--- src/include/cwol_pkg.sv ---
// package of constants for the watchdog and option latch block
package cwol_pkg;
    // register port geometry
    localparam int         ADDR_W            = 16;
    localparam int         DATA_W            = 8;
    // register byte addresses
    localparam logic [15:0] ADDR_OPTION_ONE  = 16'h001E;
    localparam logic [15:0] ADDR_OPTION_TWO  = 16'h001F;
    localparam logic [15:0] ADDR_WDOG_CLEAR  = 16'hFFFF;
    // reset value of both option latches
    localparam logic [7:0]  OPTION_RESET     = 8'h00;
    // read value for unmapped addresses
    localparam logic [7:0]  UNMAPPED_READ    = 8'h00;
    // low byte of the reset vector; value is arbitrary
    localparam logic [7:0]  RESET_VECTOR_LO  = 8'h5A;
    // option_latch_one field positions
    localparam int          O1_WDOG_DISABLE  = 0;
    localparam int          O1_STOP_ENABLE   = 1;
    localparam int          O1_SHORT_RECOVER = 2;
    localparam int          O1_LVM_OFF       = 3;
    localparam int          O1_TRIP_LEVEL    = 4;
    localparam int          O1_SHORT_TIMEOUT = 5;
    // option_latch_two field positions
    localparam int          O2_OSC_IN_STOP   = 0;
    localparam int          O2_TB_SRC        = 1;
    localparam int          O2_TB_PRESCALE   = 2;
    localparam int          O2_CLKOUT_EN     = 3;
    localparam int          O2_CLKOUT_XTAL   = 4;
    localparam int          O2_CLKOUT_DIV_LO = 5;
    localparam int          O2_CLKOUT_DIV_HI = 6;
    // clock-out divide codes
    localparam logic [1:0]  DIV_BY_1         = 2'h0;
    localparam logic [1:0]  DIV_BY_2         = 2'h1;
    // watchdog timeouts in crystal-derived clock cycles
    localparam int          WDOG_LONG_CYC    = 262128;
    localparam int          WDOG_SHORT_CYC   = 8176;
    localparam int          WDOG_CNT_W       = 18;
    // stop recovery delays in crystal-derived clock cycles
    localparam int          RECOVER_SHORT_CYC = 32;
    localparam int          RECOVER_LONG_CYC  = 4096;
    localparam int          RECOVER_CNT_W     = 13;
    // timebase extra prescaler
    localparam int          TB_PRESCALE      = 128;
    localparam int          TB_CNT_W         = 7;
    // clock-out half period counter width; must hold 8, the bus /4 half period
    localparam int          CLKOUT_CNT_W     = 4;
    // low-power mode states, gray coded along run-wait and stop-recover-run; run to stop flips both bits
    typedef enum logic [1:0] {
        CWOL_RUN     = 2'h0,
        CWOL_WAIT    = 2'h1,
        CWOL_STOP    = 2'h3,
        CWOL_RECOVER = 2'h2
    } cwol_mode_t;
endpackage : cwol_pkg

--- src/cwol_watchdog_option_latches.sv ---
// watchdog with write-once option latches and low-power clock gating
//
// The address-and-strobe port is this design's own decision.
`timescale 1ns/1ps
`default_nettype none
module cwol_watchdog_option_latches
    import cwol_pkg::*;
#(
    parameter int WDOG_LONG  = WDOG_LONG_CYC,   // long watchdog timeout, cycles
    parameter int WDOG_SHORT = WDOG_SHORT_CYC   // short watchdog timeout, cycles
)(
    input  wire logic              core_clk_in,     // crystal-derived clock
    input  wire logic              rst_in,          // system reset, sync, high
    input  wire logic              por_in,          // power-on reset, sync, high
    input  wire logic [ADDR_W-1:0] addr_in,         // register address
    input  wire logic [DATA_W-1:0] wdata_in,        // write data
    input  wire logic              wr_in,           // write strobe
    input  wire logic              rd_in,           // read strobe
    input  wire logic              stop_req_in,     // stop instruction executed
    input  wire logic              wait_req_in,     // wait instruction executed
    input  wire logic              wake_in,         // wake-up event
    output logic [DATA_W-1:0]      rdata_out,       // read data, cycle after strobe
    output logic                   wdog_reset_out,  // one-cycle reset request
    output logic                   cpu_clk_en_out,  // processor clock enable
    output logic                   bus_clk_en_out,  // bus clock enable
    output logic                   lvm_enable_out,  // low-voltage monitor enabled
    output logic                   trip_level_out,  // monitor trip point select
    output logic                   tb_src_out,      // timebase clock source select
    output logic                   tb_tick_out,     // timebase input tick
    output logic                   clkout_out       // clock output pin
);

    // derived counts, cut to the counter width on purpose
    localparam logic [WDOG_CNT_W-1:0]    WDOG_LONG_LAST  = WDOG_CNT_W'(WDOG_LONG - 1);
    localparam logic [WDOG_CNT_W-1:0]    WDOG_SHORT_LAST = WDOG_CNT_W'(WDOG_SHORT - 1);
    localparam logic [RECOVER_CNT_W-1:0] RECOVER_SHORT_LAST =
        RECOVER_CNT_W'(RECOVER_SHORT_CYC - 1);
    localparam logic [RECOVER_CNT_W-1:0] RECOVER_LONG_LAST =
        RECOVER_CNT_W'(RECOVER_LONG_CYC - 1);
    localparam logic [TB_CNT_W-1:0]      TB_LAST      = TB_CNT_W'(TB_PRESCALE - 1);
    localparam logic [CLKOUT_CNT_W-1:0]  CLKOUT_STEP  = CLKOUT_CNT_W'(1);

    logic                     any_reset;        // either reset source
    logic [DATA_W-1:0]        option_one;       // option_latch_one storage
    logic [DATA_W-1:0]        option_two;       // option_latch_two storage
    logic                     trip_level;       // survives non power-on resets
    logic                     one_written;      // option_latch_one locked
    logic                     two_written;      // option_latch_two locked
    logic                     trip_written;     // trip level locked until power-on
    logic [WDOG_CNT_W-1:0]    wdog_cnt;         // watchdog counter
    logic [WDOG_CNT_W-1:0]    wdog_last;        // selected terminal count
    logic                     wdog_clear;       // software clear strike
    logic                     wdog_frozen;      // crystal stopped in stop mode
    cwol_mode_t               mode;             // low-power mode state
    cwol_mode_t               next_mode;        // next low-power mode
    logic [RECOVER_CNT_W-1:0] recover_cnt;      // stop recovery counter
    logic [RECOVER_CNT_W-1:0] recover_last;     // selected recovery count
    logic [TB_CNT_W-1:0]      tb_cnt;           // timebase prescaler
    logic [CLKOUT_CNT_W-1:0]  clkout_cnt;       // clock-out half period counter
    logic [CLKOUT_CNT_W-1:0]  clkout_half;      // selected half period length

    // power-on reset always implies a full reset
    assign any_reset = rst_in | por_in;

    // address match helper shared by the write and read paths
    function automatic logic hit(input logic [ADDR_W-1:0] a, input logic [ADDR_W-1:0] b);
        hit = (a == b);
    endfunction : hit

    // software clear of the watchdog: any value, any write
    assign wdog_clear = wr_in & hit(addr_in, ADDR_WDOG_CLEAR);

    // option_latch_one: first write after reset takes, later ones are dropped
    always_ff @(posedge core_clk_in)
    begin
        if (any_reset)
        begin
            option_one  <= OPTION_RESET;
            one_written <= 1'b0;
        end
        else if (wr_in && hit(addr_in, ADDR_OPTION_ONE) && !one_written)
        begin
            option_one  <= wdata_in;
            one_written <= 1'b1;
        end
    end

    // option_latch_two: same write-once behaviour as the first latch
    always_ff @(posedge core_clk_in)
    begin
        if (any_reset)
        begin
            option_two  <= OPTION_RESET;
            two_written <= 1'b0;
        end
        else if (wr_in && hit(addr_in, ADDR_OPTION_TWO) && !two_written)
        begin
            option_two  <= wdata_in;
            two_written <= 1'b1;
        end
    end

    // trip level: only power-on reopens it, so a watchdog reset keeps the level
    always_ff @(posedge core_clk_in)
    begin
        if (por_in)
        begin
            trip_level   <= 1'b0;
            trip_written <= 1'b0;
        end
        else if (!rst_in && wr_in && hit(addr_in, ADDR_OPTION_ONE) && !one_written
                 && !trip_written)
        begin
            trip_level   <= wdata_in[O1_TRIP_LEVEL];
            trip_written <= 1'b1;
        end
    end

    // read path: data stand in the cycle after the strobe only
    always_ff @(posedge core_clk_in)
    begin
        if (any_reset)
        begin
            rdata_out <= UNMAPPED_READ;
        end
        else if (rd_in)
        begin
            if (hit(addr_in, ADDR_OPTION_ONE))
            begin
                // trip level is held apart, merge it back into its bit
                rdata_out <= {option_one[7:O1_TRIP_LEVEL+1], trip_level,
                              option_one[O1_TRIP_LEVEL-1:0]};
            end
            else if (hit(addr_in, ADDR_OPTION_TWO))
            begin
                rdata_out <= option_two;
            end
            else if (hit(addr_in, ADDR_WDOG_CLEAR))
            begin
                rdata_out <= RESET_VECTOR_LO;
            end
            else
            begin
                rdata_out <= UNMAPPED_READ;                                        // unmapped
            end
        end
        else
        begin
            rdata_out <= UNMAPPED_READ;                                            // idle bus
        end
    end

    // terminal count picked by the short-timeout option
    assign wdog_last = option_one[O1_SHORT_TIMEOUT] ? WDOG_SHORT_LAST
                                                    : WDOG_LONG_LAST;

    // counter halts only when the oscillator is stopped with the part
    assign wdog_frozen = (mode == CWOL_STOP) && !option_two[O2_OSC_IN_STOP];

    // watchdog counter: a clear in the overflow cycle wins and saves the part
    always_ff @(posedge core_clk_in)
    begin
        if (any_reset)
        begin
            wdog_cnt <= '0;
        end
        else if (wdog_clear || wdog_cnt >= wdog_last)
        begin
            wdog_cnt <= '0;
        end
        else if (!wdog_frozen)
        begin
            // keeps counting in wait mode since the bus clock runs
            wdog_cnt <= wdog_cnt + 1'b1;
        end
    end

    // overflow raises a one-cycle reset request unless disabled
    always_ff @(posedge core_clk_in)
    begin
        if (any_reset)
        begin
            wdog_reset_out <= 1'b0;
        end
        else
        begin
            wdog_reset_out <= !wdog_clear && !wdog_frozen && (wdog_cnt >= wdog_last)
                              && !option_one[O1_WDOG_DISABLE];
        end
    end

    // recovery delay picked by the short-recovery option
    assign recover_last = option_one[O1_SHORT_RECOVER] ? RECOVER_SHORT_LAST
                                                       : RECOVER_LONG_LAST;

    // low-power mode sequencing
    always_comb
    begin
        next_mode = mode;
        unique case (mode)
            CWOL_RUN:
            begin
                // stop is honoured only when the option allows it
                if (stop_req_in && option_one[O1_STOP_ENABLE])
                begin
                    next_mode = CWOL_STOP;
                end
                else if (wait_req_in)
                begin
                    next_mode = CWOL_WAIT;
                end
            end
            CWOL_WAIT:
            begin
                if (wake_in)
                begin
                    next_mode = CWOL_RUN;
                end
            end
            CWOL_STOP:
            begin
                if (wake_in)
                begin
                    next_mode = CWOL_RECOVER;
                end
            end
            CWOL_RECOVER:
            begin
                if (recover_cnt >= recover_last)
                begin
                    next_mode = CWOL_RUN;
                end
            end
        endcase
    end

    // mode register
    always_ff @(posedge core_clk_in)
    begin
        if (any_reset)
        begin
            mode <= CWOL_RUN;
        end
        else
        begin
            mode <= next_mode;
        end
    end

    // recovery counter runs only while leaving stop
    always_ff @(posedge core_clk_in)
    begin
        if (any_reset || mode != CWOL_RECOVER)
        begin
            recover_cnt <= '0;
        end
        else
        begin
            recover_cnt <= recover_cnt + 1'b1;
        end
    end

    // clock enables follow the next mode so they change with the state
    always_ff @(posedge core_clk_in)
    begin
        if (any_reset)
        begin
            cpu_clk_en_out <= 1'b1;
            bus_clk_en_out <= 1'b1;
        end
        else
        begin
            cpu_clk_en_out <= (next_mode == CWOL_RUN);
            // the recovery window keeps the bus gated until the oscillator settles
            bus_clk_en_out <= !((next_mode == CWOL_STOP || next_mode == CWOL_RECOVER)
                                && !option_two[O2_OSC_IN_STOP]);
        end
    end

    // low-voltage monitor and timebase source straps
    always_ff @(posedge core_clk_in)
    begin
        if (por_in)
        begin
            lvm_enable_out <= 1'b1;
            trip_level_out <= 1'b0;
            tb_src_out     <= 1'b0;
        end
        else
        begin
            lvm_enable_out <= !option_one[O1_LVM_OFF];
            trip_level_out <= trip_level;
            tb_src_out     <= option_two[O2_TB_SRC];
        end
    end

    // timebase tick, optionally divided by the extra prescaler
    always_ff @(posedge core_clk_in)
    begin
        if (any_reset)
        begin
            tb_cnt      <= '0;
            tb_tick_out <= 1'b0;
        end
        else if (option_two[O2_TB_PRESCALE])
        begin
            tb_cnt      <= (tb_cnt == TB_LAST) ? '0 : tb_cnt + 1'b1;
            tb_tick_out <= (tb_cnt == TB_LAST);
        end
        else
        begin
            tb_cnt      <= '0;
            tb_tick_out <= 1'b1;
        end
    end

    // half period: crystal source 1/2/4 cycles, bus source twice that
    always_comb
    begin
        unique case (option_two[O2_CLKOUT_DIV_HI:O2_CLKOUT_DIV_LO])
            DIV_BY_1: clkout_half = CLKOUT_STEP;
            DIV_BY_2: clkout_half = CLKOUT_STEP << 1;
            default:  clkout_half = CLKOUT_STEP << 2;                              // code 3 as 4
        endcase
        if (!option_two[O2_CLKOUT_XTAL])
        begin
            clkout_half = clkout_half << 1;
        end
    end

    // clock output pin: parked low while disabled, so no runt pulse on enable
    always_ff @(posedge core_clk_in)
    begin
        if (any_reset || !option_two[O2_CLKOUT_EN])
        begin
            clkout_cnt <= '0;
            clkout_out <= 1'b0;
        end
        else if (clkout_cnt + CLKOUT_STEP >= clkout_half)
        begin
            clkout_cnt <= '0;
            clkout_out <= !clkout_out;
        end
        else
        begin
            clkout_cnt <= clkout_cnt + CLKOUT_STEP;
        end
    end

endmodule : cwol_watchdog_option_latches
`default_nettype wire

--- config.mk ---
export PLATFORM = sky130hd
export DESIGN_NAME = cwol_watchdog_option_latches
export DESIGN_NICKNAME = d
export VERILOG_FILES = /design/src/include/cwol_pkg.sv /design/src/cwol_watchdog_option_latches.sv
export SDC_FILE = /design/constraint.sdc
export NUM_CORES = 1
export LEC_CHECK = 0
export CORE_UTILIZATION = 35
export DETAILED_ROUTE_END_ITERATION = 6
export DONT_BUFFER_PORTS = 1
export GPL_ROUTABILITY_DRIVEN = 0
export HOLD_SLACK_MARGIN = 0.12
export SYNTH_ARGS = -nofsm -noshare
export SYNTH_HDL_FRONTEND = slang
export SYNTH_SLANG_ARGS = --single-unit
--- constraint.sdc ---
create_clock -name core_clk_in -period 2.15 [get_ports core_clk_in]
set_clock_uncertainty 0.2 [all_clocks]
set_input_delay 0.3225 -clock core_clk_in [delete_from_list [all_inputs] [get_ports core_clk_in]]
set_output_delay 0.3225 -clock core_clk_in [all_outputs]
set_load 0.005 [all_outputs]
==> run_results.csv <==
group,metric,value,unit
global_route,gr-usage-all-layers,0.157,
worst_setup_path,worst_path_dominant_cell_family,"compound AO/OA/AOI/OAI gates",
timing,hold_ws,0.146,ns
global_route,grt_busiest_layer,"met2",
synth,ys_types,44,
pwr,total_power,2.64,mW
routing,drt_iter0_drc,111,
routing,wl,7.48,mm
placed_design,post-place-ws,-0.0540,ns
pwr,powerDensity,632,nW/um^2
timing,rsz0062_at_grt,"no",
timing,max_slew.worst_pin.slew,0.430,ns
synth,synth_edf_count,0,
synth,synth_top_area_frac,0.451,
synth,synth_most_common_cell,"dfxtp_1",
pwr,p_sw_frac,0.216,
worst_setup_path,timing.rr.start,"option_one[2]",
global_route,grt_use_met1,0.186,
routing,vias,2836,
synth,synth_common_cells,"79 x dfxtp_1, 66 x nor2_1, 24 x nand3_1",
global_route,grt_util_met2,0.264,
synth,synth_area_leaders,"dfxtp_1 45%, ha_1 7.1%, nor2_1 7.1%, xnor2_1 4.5%, xor2_1 3.7%",
die,pin_count,48,
timing,max-slew-margin-rel,0.713,
worst_setup_path,crit_chain,"buf_4 -> ha_1 -> a21o_1 -> a211oi_1 -> a21oi_1 -> or3_1",
clock_tree,cts_made_buffers,9,
synth,yosys.area.top_type,"dfxtp_1",
synth,avgSynthCellArea,9.04,um^2
clock_tree,clock-sinks,79,
worst_setup_path,path_buf_inv,1,
placed_design,port_buffers,0,
worst_hold_path,hold_start,"rd_in",
worst_setup_path,cpPeakStageDelay,0.36,ns
timing,fmax,489,MHz
pwr,sequentialPowerShare,0.558,
routing,drc,0,
synth,synth_seq_cells,79,
synth,ys.flop_type,"dfxtp_1",
outcome,outcome,"finished, final reports clean",
synth,ys_seq_area_frac,0.451,
layout,instances_no_fill,564,
timing,finalHoldViolations,0,
worst_setup_path,worst-path-max-fanout,6,
layout,n_antenna_cell,0,
die,die_h,102,um
clock_tree,clockRootBuffer,"clkbuf_8",
worst_setup_path,crit_path_start,"option_one[2]",
global_route,grt_overflow,0,
routing,vias_per_cell,5.03,
layout,area_delta_synth_final,19.0,%
layout,drive_above_1_share,0.107,
clock_tree,clkTransAtPathRegs,0.08,ns
worst_setup_path,crit_type,"register to register",
synth,synth.net_count,440,
timing,slew_viol_final,0,
die,die_x,102,um
worst_hold_path,hold_path.class,"primary input to register",
clock_tree,cts_buffer_depth,2,
synth,synth_area,3510,um^2
routing,ant_nets,0,
die,core,9730,um^2
die,initial_core_util,0.360,
worst_setup_path,arrival,2.07,ns
routing,dr.pass1.iters,4,
die,fp.dieArea,10400,um^2
global_route,grt_first_pass_wirelength,12.6,mm
global_route,grt_max_degree,18,
synth,netlist_instances,388,
pwr,p_sw,0.569,mW
layout,final_nets,478,
clock_tree,clock_latency,0.35,ns
worst_setup_path,cp.required,2.18,ns
global_route,grt_pass1_vias,2769,
layout,post-route-util,0.429,
pwr,p_int,2.07,mW
global_route,grt_antenna_before_repair,0,
placed_design,place_inst,533,
pwr,p_clk_frac,0.414,
placed_design,dp_hpwl,5.56,mm
global_route,grtUsageMet3,0.0602,
worst_setup_path,crit_slowest_cell,"or3_1",
timing,finalSetupViolCount,0,
clock_tree,htreeDepth,3,
routing,wire_per_inst,13.3,um
timing,fin_crit,2.05,ns
synth,async_flop_share,0,
die,rows,36,
worst_setup_path,critPathCaptureType,"register",
flow_run,max-cap-violations,0,
pwr,peakVddDrop,0.237,mV
worst_setup_path,worst_setup_path_start_kind,"register",
pwr,power.leakage,1.55,nW
synth,synth_warnings,0,
timing,fin_ws,0.104,ns
clock_tree,tritoncts,"done",
pwr,comb_power_share,0.028,
timing,period_share,0.952,
==> routing by layer <==
layer  share of wire  vias up
met2            0.47       48
met1            0.47     1338
met3           0.049        9
met5               0        -
met4           0.013        0
li1                -     1441
==> cell families (layout without fill, tap and decap cells) <==
family                     Yosys count  in the layout  share of synthesized area
and+or+nand+nor                    174            174                      0.252
DFF                                 79             79                      0.451
AOI/OAI and AO/OA                   55             55                     0.0932
xor gates and xnor gates            33             33                     0.0824
adders and majority gates           20             20                     0.0714
buffers and inverters               17             60                     0.0214
muxes                               10             10                     0.0289
==> timing repair <==
action	CTS	global route
setup endpoints to repair	1	2
buffers inserted	0	0
endpoints found under the hold margin	31	0
pin swaps	0	0
gates resized for setup	1	2
hold buffers	15	0
==> worst paths after layout <==
check | endpoint | slack, ns | depth (start not counted)
max reg2reg | cpu_clk_en_out | 0.10 | 6
min reg2reg | lvm_enable_out | 0.24 | 1
max | cpu_clk_en_out | 0.10 | 6
min | rdata_out[5] | 0.15 | 2
==> power groups by stage <==
stage / logic (mW) / registers, mW / clock network (mW)
CTS: 0.0750 / 1.47 / 1.12
floorplan: 0.0327 / 1.50 / 0
global placement: 0.0446 / 1.50 / 0
global route: 0.0802 / 1.47 / 1.20
finish: 0.0741 / 1.47 / 1.09
detailed placement: 0.0458 / 1.50 / 0
==> state kept, by name, summed over array words and instances (netlist names) <==
signal	cells
tb_cnt	7
clkout_cnt	4
clkout_out	1
cpu_clk_en_out	1
tb_src_out	1
trip_level	1
option_one	7
rdata_out	8
lvm_enable_out	1
one_written	1
tb_tick_out	1
trip_written	1
two_written	1
wdog_reset_out	1
recover_cnt	13
option_two	8
wdog_cnt	18
mode	2
trip_level_out	1
bus_clk_en_out	1
==> stage by stage <==
| stage | TNS (ns) | cell area [um^2] |
|---|---|---|
| 3_5_place_dp | -0.574 | 3820 |
| 5_1_grt | 0 | 4170 |
| 2_1_floorplan | -0.626 | 3510 |
| 4_1_cts | 0 | 4170 |
| 6_report | 0 | 4170 |
| 3_3_place_gp | -0.0142 | 3820 |
==> cell usage in the layout (no fill, tap or decap), types with 4 or more instances in the layout <==
cell	n
or3_1	5
a22oi_1	8
nand2_1	23
xnor2_1	18
nor3_1	4
nor4_1	4
ha_1	20
mux2i_1	9
and3_1	7
o21ai_0	16
nor2b_1	5
xor2_1	15
buf_4	20
nor2_1	66
dfxtp_1	77
dlygate4sd3_1	15
nand2b_1	5
nand4_1	11
clkbuf_8	10
inv_1	7
nand3_1	24
a21oi_1	20
==> final cells by class <==
cell class                 count  area (um^2)
sequential                    79         1580
fill                         970         5560
clock inverter                 4         45.0
timing repair buffer          37          340
inverter                       7         26.3
multi-input combinational    292         1860
clock buffer                  12          145
tap                          133          166
==> worst register-to-register path: stages (launching register included) <==
cell and delay (ns):
dfxtp_2 0.35, buf_4 0.15, ha_1 0.31, a21o_1 0.18
a211oi_1 0.28, a21oi_1 0.09, or3_1 0.36
(Power assumes the default switching activity.)
